File: src/uls_pkg.sv
// package: register map, field positions and reset values of the line status flag block
package uls_pkg;

    localparam int ADDR_W = 8;

    localparam logic [ADDR_W-1:0] ADDR_LINE_STATUS = 8'h00;
    localparam logic [ADDR_W-1:0] ADDR_CONTROL     = 8'h04;
    localparam logic [ADDR_W-1:0] ADDR_IRQ_STATUS  = 8'h08;
    localparam logic [ADDR_W-1:0] ADDR_IRQ_MASK    = 8'h0C;

    localparam int LS_DATA_ERR = 7;
    localparam int LS_TEMT     = 6;
    localparam int LS_THRE     = 5;
    localparam int LS_BREAK    = 4;
    localparam int LS_FRAME    = 3;

    localparam int CTL_FIFO_MODE = 0;
    localparam int CTL_THRE_IE   = 1;
    localparam int CTL_FRAME_LSB = 4;
    localparam int FRAME_W       = 4;

    localparam int IRQ_DATA_ERR = 0;
    localparam int IRQ_BREAK    = 1;
    localparam int IRQ_FRAME    = 2;
    localparam int IRQ_THRE     = 3;
    localparam int IRQ_W        = 4;

    localparam logic             LS_DATA_ERR_RST = 1'b0;
    localparam logic             LS_TEMT_RST     = 1'b1;
    localparam logic             LS_THRE_RST     = 1'b1;
    localparam logic             LS_BREAK_RST    = 1'b0;
    localparam logic             LS_FRAME_RST    = 1'b0;
    localparam logic             FIFO_MODE_RST   = 1'b0;
    localparam logic             THRE_IE_RST     = 1'b0;
    localparam logic [FRAME_W-1:0] FRAME_BITS_RST = 4'hA;
    localparam logic [IRQ_W-1:0] IRQ_MASK_RST    = 4'h0;
    localparam logic [IRQ_W-1:0] IRQ_STAT_RST    = 4'h0;

    typedef enum logic [1:0] {
        ULS_LINE_IDLE,
        ULS_LINE_LOW,
        ULS_LINE_BREAK
    } uls_line_e;

endpackage

File: src/uls_brk_if.sv
// interface: receive line and frame length toward the break detector, break pulse back
`timescale 1ns/1ps
interface uls_brk_if;
    logic                        rxd;
    logic                        bit_tick;
    logic [uls_pkg::FRAME_W-1:0] frame_bits;
    logic                        brk_pulse;

    modport core (
        output rxd,
        output bit_tick,
        output frame_bits,
        input  brk_pulse
    );

    modport det (
        input  rxd,
        input  bit_tick,
        input  frame_bits,
        output brk_pulse
    );
endinterface

File: src/uls_brk_det.sv
// break detector: counts bit times with the line low, one pulse per break
`timescale 1ns/1ps
module uls_brk_det (
    input wire logic pclk,
    input wire logic presetn,
    input wire logic ce,
    uls_brk_if.det   brk
);
    import uls_pkg::*;

    uls_line_e              state_r;
    logic [FRAME_W-1:0]     low_cnt_r;
    logic                   pulse_r;

    assign brk.brk_pulse = pulse_r;

    // line high ends the condition and rearms; only one pulse per low stretch
    always_ff @(posedge pclk or negedge presetn) begin
        if (!presetn) begin
            state_r   <= ULS_LINE_IDLE;
            low_cnt_r <= '0;
            pulse_r   <= 1'b0;
        end else if (ce) begin
            pulse_r <= 1'b0;
            case (state_r)
                ULS_LINE_IDLE: begin
                    low_cnt_r <= '0;
                    if (!brk.rxd) begin
                        state_r <= ULS_LINE_LOW;
                    end
                end
                ULS_LINE_LOW: begin
                    if (brk.rxd) begin
                        state_r <= ULS_LINE_IDLE;
                    end else if (brk.bit_tick) begin
                        if (low_cnt_r + 1'b1 >= brk.frame_bits) begin
                            pulse_r <= 1'b1;
                            state_r <= ULS_LINE_BREAK;
                        end else begin
                            low_cnt_r <= low_cnt_r + 1'b1;
                        end
                    end
                end
                ULS_LINE_BREAK: begin
                    if (brk.rxd) begin
                        state_r <= ULS_LINE_IDLE;
                    end
                end
                default: begin
                    state_r <= ULS_LINE_IDLE;
                end
            endcase
        end
    end
endmodule

File: src/uls_line_status.sv
// line status flag logic with apb register slave and interrupt
//
// Design decisions made here: register access over APB and the register addresses.
`timescale 1ns/1ps
module uls_line_status #(
    parameter int ERR_CNT_W = 5
) (
    input  wire logic                        pclk,
    input  wire logic                        presetn,
    input  wire logic                        ce,
    input  wire logic                        psel,
    input  wire logic                        penable,
    input  wire logic                        pwrite,
    input  wire logic [uls_pkg::ADDR_W-1:0]  paddr,
    input  wire logic [31:0]                 pwdata,
    output logic      [31:0]                 prdata,
    output logic                             pready,
    output logic                             pslverr,
    input  wire logic                        rxd,
    input  wire logic                        bit_tick,
    input  wire logic                        rx_push,
    input  wire logic                        rx_push_err,
    input  wire logic                        rx_push_fe,
    input  wire logic                        rx_pop,
    input  wire logic                        rx_pop_err,
    input  wire logic                        rx_not_empty,
    input  wire logic                        rx_top_fe,
    input  wire logic                        hold_write,
    input  wire logic                        hold_to_shift,
    input  wire logic                        shift_busy,
    input  wire logic                        tx_fifo_empty,
    output logic                             brk_push,
    output logic                             fifo_mode,
    output logic                             irq
);
    import uls_pkg::*;

    function automatic logic is_mapped(input logic [ADDR_W-1:0] a);
        is_mapped = (a == ADDR_LINE_STATUS) || (a == ADDR_CONTROL) ||
                    (a == ADDR_IRQ_STATUS) || (a == ADDR_IRQ_MASK);
    endfunction

    logic                   ls_data_err_r;
    logic                   ls_temt_r;
    logic                   ls_thre_r;
    logic                   ls_break_r;
    logic                   ls_frame_r;
    logic                   fifo_mode_r;
    logic                   thre_ie_r;
    logic [FRAME_W-1:0]     frame_bits_r;
    logic [IRQ_W-1:0]       irq_stat_r;
    logic [IRQ_W-1:0]       irq_mask_r;
    logic [ERR_CNT_W-1:0]   err_cnt_r;
    logic [31:0]            prdata_r;
    logic                   ls_thre_nxt;
    logic                   err_inc;
    logic                   err_dec;
    logic                   acc;
    logic                   wr_en;
    logic                   ls_read;
    logic                   fe_event;
    logic                   brk_pulse;
    logic [7:0]             line_status;
    logic [IRQ_W-1:0]       irq_event;

    uls_brk_if brk_bus ();

    assign brk_bus.rxd        = rxd;
    assign brk_bus.bit_tick   = bit_tick;
    assign brk_bus.frame_bits = frame_bits_r;
    assign brk_pulse          = brk_bus.brk_pulse;

    uls_brk_det u_brk_det (
        .pclk    (pclk),
        .presetn (presetn),
        .ce      (ce),
        .brk     (brk_bus.det)
    );

    // apb: one wait-free access phase while ce is high; ce low stalls the bus
    assign acc     = psel && penable && ce;
    assign pready  = ce;
    assign pslverr = psel && penable && !is_mapped(paddr);
    assign wr_en   = acc && pwrite && is_mapped(paddr);
    assign ls_read = acc && !pwrite && (paddr == ADDR_LINE_STATUS);
    assign prdata  = prdata_r;

    assign brk_push  = brk_pulse;
    assign fifo_mode = fifo_mode_r;

    assign line_status = {ls_data_err_r, ls_temt_r, ls_thre_r, ls_break_r, ls_frame_r, 3'h0};

    // read data latched in the setup cycle so it is stable at the access edge
    always_ff @(posedge pclk or negedge presetn) begin
        if (!presetn) begin
            prdata_r <= 32'h0000_0000;
        end else if (ce && psel && !penable && !pwrite) begin
            case (paddr)
                ADDR_LINE_STATUS: prdata_r <= {24'h00_0000, line_status};
                ADDR_CONTROL: begin
                    prdata_r                                 <= 32'h0000_0000;
                    prdata_r[CTL_FIFO_MODE]                  <= fifo_mode_r;
                    prdata_r[CTL_THRE_IE]                    <= thre_ie_r;
                    prdata_r[CTL_FRAME_LSB +: FRAME_W]       <= frame_bits_r;
                end
                ADDR_IRQ_STATUS:  prdata_r <= {{(32-IRQ_W){1'b0}}, irq_stat_r};
                ADDR_IRQ_MASK:    prdata_r <= {{(32-IRQ_W){1'b0}}, irq_mask_r};
                default:          prdata_r <= 32'h0000_0000;
            endcase
        end
    end

    // control register
    always_ff @(posedge pclk or negedge presetn) begin
        if (!presetn) begin
            fifo_mode_r  <= FIFO_MODE_RST;
            thre_ie_r    <= THRE_IE_RST;
            frame_bits_r <= FRAME_BITS_RST;
        end else if (wr_en && paddr == ADDR_CONTROL) begin
            fifo_mode_r  <= pwdata[CTL_FIFO_MODE];
            thre_ie_r    <= pwdata[CTL_THRE_IE];
            frame_bits_r <= pwdata[CTL_FRAME_LSB +: FRAME_W];
        end
    end

    always_ff @(posedge pclk or negedge presetn) begin
        if (!presetn) begin
            irq_mask_r <= IRQ_MASK_RST;
        end else if (wr_en && paddr == ADDR_IRQ_MASK) begin
            irq_mask_r <= pwdata[IRQ_W-1:0];
        end
    end

    // count of held receive characters that carry parity, framing or break errors
    assign err_inc = rx_push && rx_push_err;
    assign err_dec = rx_pop && rx_pop_err && (err_cnt_r != '0);

    always_ff @(posedge pclk or negedge presetn) begin
        if (!presetn) begin
            err_cnt_r <= '0;
        end else if (ce) begin
            if (err_inc && !err_dec) begin
                err_cnt_r <= err_cnt_r + 1'b1;
            end else if (err_dec && !err_inc) begin
                err_cnt_r <= err_cnt_r - 1'b1;
            end
        end
    end

    // set wins over the read clear, so an error held in the fifo stays visible
    always_ff @(posedge pclk or negedge presetn) begin
        if (!presetn) begin
            ls_data_err_r <= LS_DATA_ERR_RST;
        end else if (ce) begin
            if (err_cnt_r != '0 || err_inc) begin
                ls_data_err_r <= 1'b1;
            end else if (ls_read) begin
                ls_data_err_r <= 1'b0;
            end
        end
    end

    // holding empty: transfer event outside fifo mode, fifo level inside it
    always_comb begin
        ls_thre_nxt = ls_thre_r;
        if (fifo_mode_r) begin
            ls_thre_nxt = tx_fifo_empty && !hold_write;
        end else if (hold_to_shift) begin
            ls_thre_nxt = 1'b1;
        end else if (hold_write) begin
            ls_thre_nxt = 1'b0;
        end
    end

    always_ff @(posedge pclk or negedge presetn) begin
        if (!presetn) begin
            ls_thre_r <= LS_THRE_RST;
        end else if (ce) begin
            ls_thre_r <= ls_thre_nxt;
        end
    end

    // transmit empty needs the shift register idle and no character being loaded
    always_ff @(posedge pclk or negedge presetn) begin
        if (!presetn) begin
            ls_temt_r <= LS_TEMT_RST;
        end else if (ce) begin
            if (shift_busy || hold_write || hold_to_shift) begin
                ls_temt_r <= 1'b0;
            end else if (fifo_mode_r) begin
                ls_temt_r <= tx_fifo_empty;
            end else begin
                ls_temt_r <= ls_thre_nxt;
            end
        end
    end

    always_ff @(posedge pclk or negedge presetn) begin
        if (!presetn) begin
            ls_break_r <= LS_BREAK_RST;
        end else if (ce) begin
            if (brk_pulse) begin
                ls_break_r <= 1'b1;
            end else if (ls_read) begin
                ls_break_r <= 1'b0;
            end
        end
    end

    // fifo mode follows the top character; otherwise the character just received
    assign fe_event = fifo_mode_r ? (rx_not_empty && rx_top_fe) : (rx_push && rx_push_fe);

    always_ff @(posedge pclk or negedge presetn) begin
        if (!presetn) begin
            ls_frame_r <= LS_FRAME_RST;
        end else if (ce) begin
            if (fe_event) begin
                ls_frame_r <= 1'b1;
            end else if (ls_read) begin
                ls_frame_r <= 1'b0;
            end
        end
    end

    // sticky interrupt status, write one to clear, new event wins over the clear
    assign irq_event[IRQ_DATA_ERR] = err_inc;
    assign irq_event[IRQ_BREAK]    = brk_pulse;
    assign irq_event[IRQ_FRAME]    = fe_event && !ls_frame_r;
    assign irq_event[IRQ_THRE]     = ls_thre_nxt && !ls_thre_r;

    generate
        for (genvar i = 0; i < IRQ_W; i++) begin : g_irq
            always_ff @(posedge pclk or negedge presetn) begin
                if (!presetn) begin
                    irq_stat_r[i] <= IRQ_STAT_RST[i];
                end else if (ce) begin
                    if (irq_event[i]) begin
                        irq_stat_r[i] <= 1'b1;
                    end else if (wr_en && paddr == ADDR_IRQ_STATUS && pwdata[i]) begin
                        irq_stat_r[i] <= 1'b0;
                    end
                end
            end
        end
    endgenerate

    // the holding-empty request is a level on its own, independent of the sticky bits
    assign irq = (ls_thre_r && thre_ie_r) || (|(irq_stat_r & irq_mask_r));
endmodule

File: config.mk
export PLATFORM = sky130hd
export DESIGN_NAME = uls_line_status
export DESIGN_NICKNAME = d
export VERILOG_FILES = /design/src/uls_pkg.sv /design/src/uls_brk_if.sv /design/src/uls_brk_det.sv /design/src/uls_line_status.sv
export SDC_FILE = /design/constraint.sdc
export NUM_CORES = 1
export LEC_CHECK = 0
export BUFFER_PORTS_ARGS = -buffer_cell sky130_fd_sc_hd__buf_2
export CAP_MARGIN = 5
export CORE_UTILIZATION = 48
export CTS_CLUSTER_SIZE = 12
export DETAILED_ROUTE_END_ITERATION = 10
export PLACE_DENSITY = 0.84
export SETUP_SLACK_MARGIN = 0.05
export SLEW_MARGIN = 40
export SYNTH_ARGS = -nofsm -noshare
export SYNTH_HDL_FRONTEND = slang
export SYNTH_SLANG_ARGS = --single-unit
File: constraint.sdc
create_clock -name pclk -period 3.5 [get_ports pclk]
set_input_delay 0.175 -clock pclk [delete_from_list [all_inputs] [get_ports pclk]]
set_output_delay 0.175 -clock pclk [all_outputs]
set_load 0.02 [all_outputs]
==> run summary, run 1 <==
The run finished with clean final reports. The insertion delay of the later-clocked pin in the worst-skew pair is 0.29 ns. The start of the worst register-to-register path is err_cnt_r[0]. The final weighted congestion in routability-driven placement came out at 0.832.

By count the netlist is led by sky130_fd_sc_hd__dfrtp_1, sky130_fd_sc_hd__nand2_1, sky130_fd_sc_hd__buf_4. The final count of negative-setup-slack endpoints is 0. The worst-case register-to-register setup slack is 0.53 ns. The post-synthesis instance area came out at 2350 µm². The DRC violation count after routing came out at 0. The number of maximum-capacitance constraint violations is 0.

The final non-filler cell total came out at 346. The number of placement rows came out at 25. The final HPWL from detailed placement came out at 3.61 mm.

The tightest min-delay check is of the in -> reg type. The buffer levels on the longest clock path came out at 2. By instance count, the leading cell after synthesis is sky130_fd_sc_hd__dfrtp_1. The worst hold path stage count is 2. The critical path is of the reg -> reg type. The switching power summed over all nets came out at 398 µW. In the post-synthesis netlist, the biggest area contributors are sky130_fd_sc_hd__dfrtp_1, sky130_fd_sc_hd__buf_4, sky130_fd_sc_hd__mux2_2, sky130_fd_sc_hd__ha_1, sky130_fd_sc_hd__dfstp_2.

The peak fanout along the critical path came out at 5. The minimum setup slack in the final design is 0.531 ns. The power share of the sequential group came out at 43.9%.

The final core utilization came out at 56.4%. The clock share of power came out at 30.2%. The cell-internal power is 876 µW. Among all flip-flop cells after synthesis, the most frequent one is sky130_fd_sc_hd__dfrtp_1. The antenna cell count is 0. The number of vias per cell after detailed routing came out at 5.26. The detailed-routing iteration count for the pre-antenna-repair pass came out at 4. The TritonCTS clock tree is done. STA classifies the critical path startpoint as a flip-flop. The starting density of the core came out at 49.7%. The synthesis-stage register bit count is 39.

The synthesized design spends more area on one cell type than any other, namely sky130_fd_sc_hd__dfrtp_1. The critical path data required time is 3.67 ns. The count of warnings emitted by yosys is 0. The logic depth of the worst register-to-register path is 9.

The switching share of power is 31.3%. The depth of the CTS H-tree is 2. For this block, the initial DRC count from the detailed router was 103. The final critical path time including I/O delays and setup came out at 2.97 ns. The clock slew seen by the registers of the worst setup and hold paths is 0.08 ns. Setup repair after global routing left no endpoint under its margin. The vertical die dimension came out at 72.0 µm.

The via count of the first global-routing pass came out at 1653. The fraction of the cycle the final worst path needs came out at 84.8%. The sum of overflow across all layers after global routing came out at 0. The mean routed wirelength per cell came out at 13.6 µm.

The total power consumption of the routed design is 1270 µW. The routed design has 4.70 mm of wire. The initial antenna violation count is 0. Across the VDD grid, the largest voltage drop is 0.338 mV. The number of standard cells after synthesis is 232.

The fill cell instance count of the final layout came out at 418. The x dimension of the die came out at 72.0 µm. In this run the critical register-to-register path is captured at err_cnt_r[4]. The net count of the finished layout is 347. The first global-routing pass estimated 7.78 mm of wire. The share of synthesized area occupied by flip-flops and latches is 41.7%. The share of the synthesized area in the top cell type is 37.3%. The source of the critical timing path is err_cnt_r[0].

The count of different cell masters after synthesis is 54. The via total after detailed routing is 1820. In the synthesized netlist the async set-or-reset flop fraction comes to 100%.

The floorplan step defined a die boundary enclosing 5180 µm². The total count of hold-check failures in the final report came out at 0. The area of the core came out at 4720 µm². Counting flops with a built-in enable in the synthesized netlist gives 0.

The number of max-slew violations in the final report was 0. For this design the static power due to leakage is 0.00130 µW. The number of primary I/O pins came out at 96. The layout cell share with drive strength beyond 1 came out at 27.6%.

The capturing element type of the critical path is a flip-flop. The tree built by TritonCTS fans out to 39 sinks. The overall global routing resource usage came out at 19.5%. Once detail routing completed, the nets flagged for antenna violations numbered 0. The area growth from synthesis to layout is 13.4%. The number of buffers created by CTS is 5. The worst slack after detailed placement came out at 0.551 ns.

The startpoint identified for the worst hold timing path is pwdata[4]. The final setup TNS is 0 ns. The top achievable clock speed came out at 337 MHz. In this run the clock root is driven by a sky130_fd_sc_hd__clkbuf_8. Clock skew on the completed layout was measured at 0.00320 ns. The total power density per cell area came out at 479 nW/µm².

The worst endpoint data arrival time came out at 3.14 ns. The largest net degree at the start of global routing came out at 40. The normalized max-slew margin is 60.9%. The count of input and output buffers came out at 47.

After synthesis, the mean cell area works out to 10.1 µm². Post-CTS repair changed the size of 0 cells. The slew at the pin closest to its max-slew limit is 0.583 ns. The combinational cell fraction of total power is 25.9%. The number of placed instances with taps included is 337. The end point of the most critical hold path is brk_bus.frame_bits[0].
layer usage:
metal	wire [µm]	vias to the layer above	GRT usage, %
li1	-	884	-
met1	2080	867	25.3
met2	2340	63	33.0
met3	229	6	4.03
met4	55	0	6.10
met5	0	-	0
state kept, by name, summed over array words and instances (netlist names):
register	cells
err_cnt_r	5
irq_mask_r	4
thre_ie_r	1
u_brk_det.brk.brk_pulse	1
fifo_mode	1
prdata	8
u_brk_det.low_cnt_r	4
u_brk_det.state_r	2
ls_frame_r	1
ls_break_r	1
brk_bus.frame_bits	4
ls_temt_r	1
ls_data_err_r	1
ls_thre_r	1
irq_stat_r	4
worst max-delay path by stage:
stage                              end  slack, ns
after global placement    err_cnt_r[4]       0.61
final                     err_cnt_r[4]       0.53
after detailed placement  err_cnt_r[4]       0.55
after floorplan           err_cnt_r[4]       0.77
after global routing      err_cnt_r[4]       0.29
after CTS                 err_cnt_r[4]       0.54
layout make-up:
type / instances / area (µm²) / share of cell area (%)
clock buffers: 6 / 82.6 / 3.10
repair buffers: 48 / 248 / 9.30
inverters: 8 / 30.0 / 1.13
well taps: 67 / 83.8 / 3.15
flip-flops and latches: 39 / 981 / 36.8
multi-input cells: 176 / 1200 / 45.2
clock inverters: 2 / 35.0 / 1.32
power groups by stage:
stage	clock, µW	combinational, µW	sequential [µW]
after global routing	414	369	571
final	385	330	560
after CTS	398	329	558
after global placement	0	311	564
after floorplan	0	270	550
after detailed placement	0	326	567
what timing repair did:
action | CTS | global route
setup endpoints to repair | 0 | 0
buffers inserted | 0 | 0
hold buffers | 0 | 1
hold endpoints to repair | 0 | 35
metrics by stage:
stage	hold slack (ns)	instance area [µm²]
6_report	0.117	2660
5_1_grt	0.118	2660
4_1_cts	0.00745	2650
3_5_place_dp	0.332	2530
3_3_place_gp	0.319	2530
2_1_floorplan	-0.121	2440
logic make-up (layout without fill, tap and decap cells):
family	count (synthesis)	in the layout	share of synthesized area (%)
and+or+nand+nor	66	66	15.4
muxes	22	22	10.1
xor gates and xnor gates	5	5	1.86
adders and majority gates	10	10	5.64
DFF	39	39	41.7
AOI/OAI and AO/OA	49	49	14.4
other	1	24	0.160
buffers and inverters	40	64	10.7
placed cells by master, fill, tap and decap left out, drive strengths merged, types with 2 or more instances in the layout:
master,instances
a21o,3
a21oi,3
a22o,2
a22oi,3
a32o,2
buf,47
clkbuf,6
conb,24
dfrtp,35
dfstp,4
ha,9
inv,8
mux2,14
mux2i,8
nand2,26
nand2b,2
nand3,6
nor2,6
nor2b,4
nor3,3
nor3b,3
nor4,2
o211ai,5
o21ai,18
o2bb2ai,2
or3b,2
or4,3
or4b,2
xnor2,3
xor2,2
critical path, stage by stage (launching register included):
cell                        delay (ns)
sky130_fd_sc_hd__dfrtp_1          0.44
sky130_fd_sc_hd__or4_1            0.58
sky130_fd_sc_hd__o211ai_1         0.19
sky130_fd_sc_hd__ha_1             0.24
sky130_fd_sc_hd__inv_1            0.13
sky130_fd_sc_hd__fa_1             0.42
sky130_fd_sc_hd__a21o_1           0.20
sky130_fd_sc_hd__a2111oi_0        0.43
sky130_fd_sc_hd__a41o_1           0.14
sky130_fd_sc_hd__o21ai_0          0.08
Note: power is estimated with default switching activity, not from simulation.
==> inputs of run 2 (changes only) <==
Clock period 3.5 ns to 2.8 ns, I/O delays scaled along.
==> run 2 against run 1 <==
Effect of this change: combinational power rose by 53%; clock power grew 7.0%; global-route usage up 1.8 points; hold slack worse by 0.037 ns; critical endpoint unchanged; largest cell class unchanged; largest power group unchanged.
==> run summary, run 2 (synthesis results as in run 1) <==
The flow ran to the end, and the final reports show no timing, DRC or antenna violations. Leaving out fill and tap cells, the most frequent cells in the layout are sky130_fd_sc_hd__buf_2, sky130_fd_sc_hd__dfrtp_1, sky130_fd_sc_hd__nand2_1. The top achievable clock speed came out at 373 MHz. The switching power summed over all nets came out at 551 µW.

The number of buffers created by CTS is 5. Cells with a size suffix above 1 make up 30.7% of the layout. The maximum cell stage delay along the critical path came out at 0.53 ns. The die is 72.0 µm wide.

The die covers 5180 µm². The worst endpoint data arrival time came out at 2.86 ns. The layout has 419 filler cells. The mean routed wirelength per cell is 14.3 µm. The final route contains 1859 vias. The footprint of the flip-flops and latches is 981 µm².

The clock slew seen by the registers of the worst setup and hold paths is 0.08 ns. The worst slack after detailed placement came out at -0.109 ns. The final weighted congestion in routability-driven placement came out at 0.804. The leakage power total came out at 0.00131 µW. The power share of the sequential group came out at 43.1%. The final HPWL from detailed placement came out at 3.78 mm. The clock share of power came out at 25.6%. The global-route wire length before repair is 8.34 mm. The number of nets in the finished design came out at 351. The worst hold slack after final layout came out at 0.0809 ns. The number of flip-flops in the largest register is 8. The area of the core is 4720 µm². The initial antenna violation count came to 0. Among all stages on the critical path, the largest delay is contributed by sky130_fd_sc_hd__or4_4. The TritonCTS clock tree is done.

The tightest min-delay check is of the in -> reg type. The capturing element type of the critical path is a flip-flop. In this run the count of I/O pins placed on the die edge is 96.

The area of combinational cells with multiple inputs came out at 1240 µm². Leaving out fill and tap cells, the most frequent cell in the layout is sky130_fd_sc_hd__buf_2. The DRC violation count after routing came out at 0.

The final core utilization came out at 57.7%. The insertion delay of the later-clocked pin in the worst-skew pair is 0.30 ns. The detailed-routing iteration count for the pre-antenna-repair pass came out at 4. STA puts the critical path data required time at 2.98 ns. At the pin with the least slew margin, the transition time is 0.586 ns. The number of placement rows came out at 25. The fraction of the cycle the final worst path needs came out at 95.7%. The number of sinks on the clock net is 39. The longest clock path from root to sink contains 2 buffers. The final setup skew came out at 0.00411 ns. Setup repair after global routing could not meet its margin everywhere. Setup violations remaining at the end of the flow were counted as 0. Along the worst path, the maximum fanout reaches 5.

The minimum setup slack in the final design is 0.120 ns. Measured along the y axis, the die boundary spans 72.0 µm. The antenna violation net count after detailed routing came out at 0. The number of maximum-capacitance constraint violations came out at 0. The final non-filler cell total came out at 350. The cell-internal power is 1060 µW. The critical path goes through or4_4 > o211ai_1 > ha_2 > inv_2 > fa_2 > a21o_4 > a2111oi_4 > a41o_1 > o21ai_1.

The normalized max-slew margin came out at 60.7%. The overall global routing resource usage is 21.3%. Global routing finished with a remaining overflow of 0. The combinational cell fraction of total power is 31.3%.

After detailed placement, the total cell area comes to 2580 µm². The number of vias per cell after detailed routing came out at 5.31. The total count of hold-check failures in the final report is 0. The starting density of the core is 49.7%. The depth of the CTS H-tree came out at 2.

The final instance area came out at 2730 µm². After layout, the minimum clock period comes to 2.68 ns. STA classifies the critical path startpoint as a flip-flop.

The number of antenna diodes in the final layout is 0. The area growth from synthesis to layout is 16.1%. The count of input and output buffers is 47. The number of max-slew violations in the final report came to 0.

Of the total power, the share spent switching nets is 34.2%. The largest net degree at the start of global routing came out at 23. The tree is rooted in a sky130_fd_sc_hd__clkbuf_8. The number of placed instances with taps included is 340. The initial DRC count came out at 164.

The largest vdd supply drop is 0.370 mV. The worst setup path is of the reg -> reg kind. In this run the power density over the cells is 591 nW/µm². The final routed wirelength across all metal layers came out at 5.02 mm. The via count of the first global-routing pass was 1777.
run 2: path summary, 6_finish.rpt:
path	from	depth (start not counted)	endpoint	slack, ns
setup / recovery	err_cnt_r[0]	9	err_cnt_r[4]	0.12
hold / removal	pwdata[7]	2	brk_bus.frame_bits[3]	0.08
setup reg to reg	err_cnt_r[0]	9	err_cnt_r[4]	0.12
hold reg to reg	prdata[4]	2	prdata[4]	0.49
max in group asynchronous	presetn	3	ls_thre_r	1.94
min in group asynchronous	presetn	2	prdata[4]	0.32
run 2: final cells by class:
class,count,area share (%)
repair buffers,52,10.8
multi-input cells,176,45.4
clock inverters,2,0.596
inverters,8,1.10
well taps,67,3.07
flip-flops and latches,39,36.0
clock buffers,6,3.03
run 2: metal layers:
| layer | part of all wire (%) | global-route usage, % |
|---|---|---|
| met2 | 50 | 36.9 |
| met3 | 4.6 | 3.61 |
| met5 | 0 | 0 |
| met4 | 2.3 | 8.50 |
| met1 | 43 | 26.6 |
run 2: what timing repair did:
action	4_1_cts	5_1_grt
gates cloned	0	0
hold buffers	1	0
buffers inserted	0	1
gates resized for setup	3	6
setup endpoints to repair	1	1
hold endpoints to repair	16	0
pin swaps	1	3
run 2: power by group through the flow:
stage | sequential [µW] | clock, µW | combinational (µW)
CTS | 692 | 417 | 458
global placement | 697 | 0 | 407
global route | 705 | 440 | 565
detailed placement | 701 | 0 | 441
finish | 695 | 412 | 504
floorplan | 688 | 0 | 338
run 2: worst max-delay path: cells and delay by family (launching register included):
family | cells | cell delay, ns
AOI/OAI and AO/OA | 5 | 0.94
adders and majority gates | 2 | 0.63
and+or+nand+nor | 1 | 0.53
DFF | 1 | 0.39
buffers and inverters | 1 | 0.07
run 2: per-stage QoR:
step                      power [µW]  setup TNS (ns)
after CTS                       1570               0
after global placement          1100               0
after floorplan                 1030               0
after global routing            1710               0
final                           1610               0
after detailed placement        1140          -0.109
==> inputs of run 3 (changes only) <==
Settings changed: CORE_UTILIZATION 48 to 45, PLACE_DENSITY 0.84 to 0.79.
==> run 3 against run 2 <==
Effect of this change: combinational power is 7.1% higher; clock skew is 0.0040 ns higher; clock power is 5.6% lower; register-to-register slack hardly changed; first-iteration DRC count is 46% lower; critical path type unchanged; critical endpoint unchanged; largest cell class unchanged.
==> run summary, run 3 (synthesis results as in run 1) <==
The flow ran to the end, and the final reports show no timing, DRC or antenna violations. The initial utilization of the core area, before any placement, comes to 48.2%. For this design the static power due to leakage is 0.00135 µW. The layout overhead on the synthesized area came out at 18.0%.

The via total after detailed routing came out at 1865. For the worst-skew pair, the clock arrives at the later sink with an insertion delay of 0.29 ns. The initial antenna violation count came out at 0. After clock tree synthesis, the clock-pin slew on the worst setup and hold paths is 0.07 ns. For the final database, setup skew stands at 0.00810 ns. The mean routed wirelength per cell is 13.3 µm.

The die outline area came out at 5510 µm². In this run the clock root is driven by a sky130_fd_sc_hd__clkbuf_8. The via count of the first global-routing pass is 1689. The global-route wire length before repair came out at 7.77 mm.

Counting buffers and inverters, the worst setup path is 10 cells deep. The antenna violation net count after detailed routing came out at 0. The end point of the most critical hold path is brk_bus.frame_bits[2]. The number of vias per cell after detailed routing came out at 5.24. The final critical path time including I/O delays and setup is 2.68 ns.

The number of buffer and inverter stages on the critical path is 2. After floorplanning, the core was divided into 25 placement rows. The total count of hold-check failures in the final report is 0.

The largest net degree at the start of global routing came out at 19. The area of the core came out at 4880 µm². The minimum setup slack in the final design is 0.124 ns. Power spread over the standard cell area amounts to 586 nW/µm². The reg-to-reg endpoint is err_cnt_r[4]. From bottom edge to top edge, the die measures 74.3 µm. The normalized max-slew margin is 60.0%.

On the worst path, the slowest cell contributes a delay of 0.55 ns. Of the cells placed in the final design, the portion with a size suffix greater than 1 is 31.8%. 0 antenna diodes ended up in the layout. In this run, CTS created clock tree buffers numbering 5. The register with the most flip-flops in the layout has 8 of them.

The sum of overflow across all layers after global routing came out at 0. The worst hold path belongs to the class in -> reg. Traced cell by cell, the critical path runs through or4_4 > o211ai_1 > ha_2 > inv_2 > fa_2 > a21o_1 > buf_6 > a21oi_2 > mux2i_1 > o21ai_1. The slowest cell on the critical path is sky130_fd_sc_hd__or4_4. The critical path data required time came out at 2.97 ns.

For this design the top-level I/O count stands at 96. STA classifies the critical path startpoint as a flip-flop. The largest vdd supply drop came out at 0.328 mV. After the first detailed-routing iteration, the DRC count stood at 88. The worst endpoint data arrival time came out at 2.85 ns. Among cell families on the critical path, the largest total delay comes from compound AO/OA/AOI/OAI gates.

The number of max-slew violations in the final report came to 0. The routed design has 4.74 mm of wire. The top achievable clock speed came out at 374 MHz. No sink is reached through more buffers than the 2 on the longest clock path. The critical hold path startpoint is pwdata[6]. The number of maximum-capacitance constraint violations is 0. TritonCTS built the clock tree. The die is 74.3 µm wide. In this run the critical register-to-register path is launched from err_cnt_r[3]. For the pin with the worst max-slew slack, the measured transition is 0.596 ns. The worst register-to-register path has a setup slack of 0.12 ns. Leaving out fill and tap cells, the most frequent cells in the layout are sky130_fd_sc_hd__buf_2, sky130_fd_sc_hd__dfrtp_1, sky130_fd_sc_hd__nand2_1. The worst setup path is captured at a flip-flop. The fraction of the cycle the final worst path needs came out at 95.6%. The library cell used most frequently in the layout, excluding fill and tap cells, is sky130_fd_sc_hd__buf_2. The DRC violation count after routing came out at 0.

The detailed-routing iteration count for the pre-antenna-repair pass is 4. The worst register-to-register path has a depth of 10. The final weighted congestion in routability-driven placement is 0.831. The depth of the CTS H-tree came out at 2. Setup repair after global routing left no endpoint under its margin.

The final count of negative-setup-slack endpoints is 0. The peak fanout along the critical path came out at 3. By startpoint and endpoint, the worst setup path is classified as reg -> reg.

The worst hold path stage count came out at 2. The net count of the finished layout is 357. The final setup TNS is 0 ns. The worst slack after detailed placement came out at 0.00486 ns.

The count of input and output buffers came out at 47. The final HPWL from detailed placement is 3.65 mm. The overall global routing resource usage is 19.0%. The number of sinks on the clock net is 39.
[run 3: what timing repair did]
item	4_1_cts	5_1_grt
endpoints found under the hold margin	23	0
setup endpoints to repair	1	1
buffers inserted	0	3
hold buffers	1	0
resized for setup	2	8
pin swaps	0	7
[run 3: cell type report]
type	count	area, µm²
Timing Repair Buffer	58	352
Sequential cell	39	981
Clock buffer	7	86.3
Multi-Input combinational cell	176	1230
Fill cell	455	2110
Inverter	8	30.0
Tap cell	67	83.8
Clock inverter	1	5.00
[run 3: through the flow]
step           hold WS [ns]  util (%)  power, µW  instances  instance area, µm²
3_5_place_dp        0.00440      53.6       1170        344                2610
3_3_place_gp          0.285      52.7       1130        342                2570
2_1_floorplan        -0.156         -       1030        255                2440
5_1_grt              0.0729      56.8       1730        356                2770
4_1_cts              0.0706      55.8       1570        353                2720
6_report             0.0750      56.8       1620        356                2770
[run 3: how the worst max path moves through the flow]
stage / start / endpoint / slack (ns)
floorplan: err_cnt_r[0] / err_cnt_r[4] / 0.07
global placement: err_cnt_r[3] / err_cnt_r[4] / 0.12
detailed placement: err_cnt_r[3] / err_cnt_r[4] / 0.005
CTS: err_cnt_r[3] / err_cnt_r[4] / 0.06
global route: err_cnt_r[3] / err_cnt_r[4] / 0.04
finish: err_cnt_r[3] / err_cnt_r[4] / 0.12
[run 3: power breakdown]
group          switching [µW]  internal [µW]
logic                     281            260
clock network             191            199
registers                66.7            628
[run 3: worst register-to-register path, cell delays in order, from the launching register on]
cell and delay (ns):
sky130_fd_sc_hd__dfrtp_1 0.38, sky130_fd_sc_hd__or4_4 0.55, sky130_fd_sc_hd__o211ai_1 0.20, sky130_fd_sc_hd__ha_2 0.22, sky130_fd_sc_hd__inv_2 0.06, sky130_fd_sc_hd__fa_2 0.38
sky130_fd_sc_hd__a21o_1 0.24, sky130_fd_sc_hd__buf_6 0.14, sky130_fd_sc_hd__a21oi_2 0.13, sky130_fd_sc_hd__mux2i_1 0.19, sky130_fd_sc_hd__o21ai_1 0.08
[run 3: metal layers]
layer  GRT usage (%)  wire length [µm]  share of wire, %  vias up
li1                -                 -                 -      909
met5               0                 0                 0        -
met4            6.29                65               1.4        0
met1            25.0              2150                45      890
met3            5.42               230               4.8        6
met2            30.3              2300                49       60
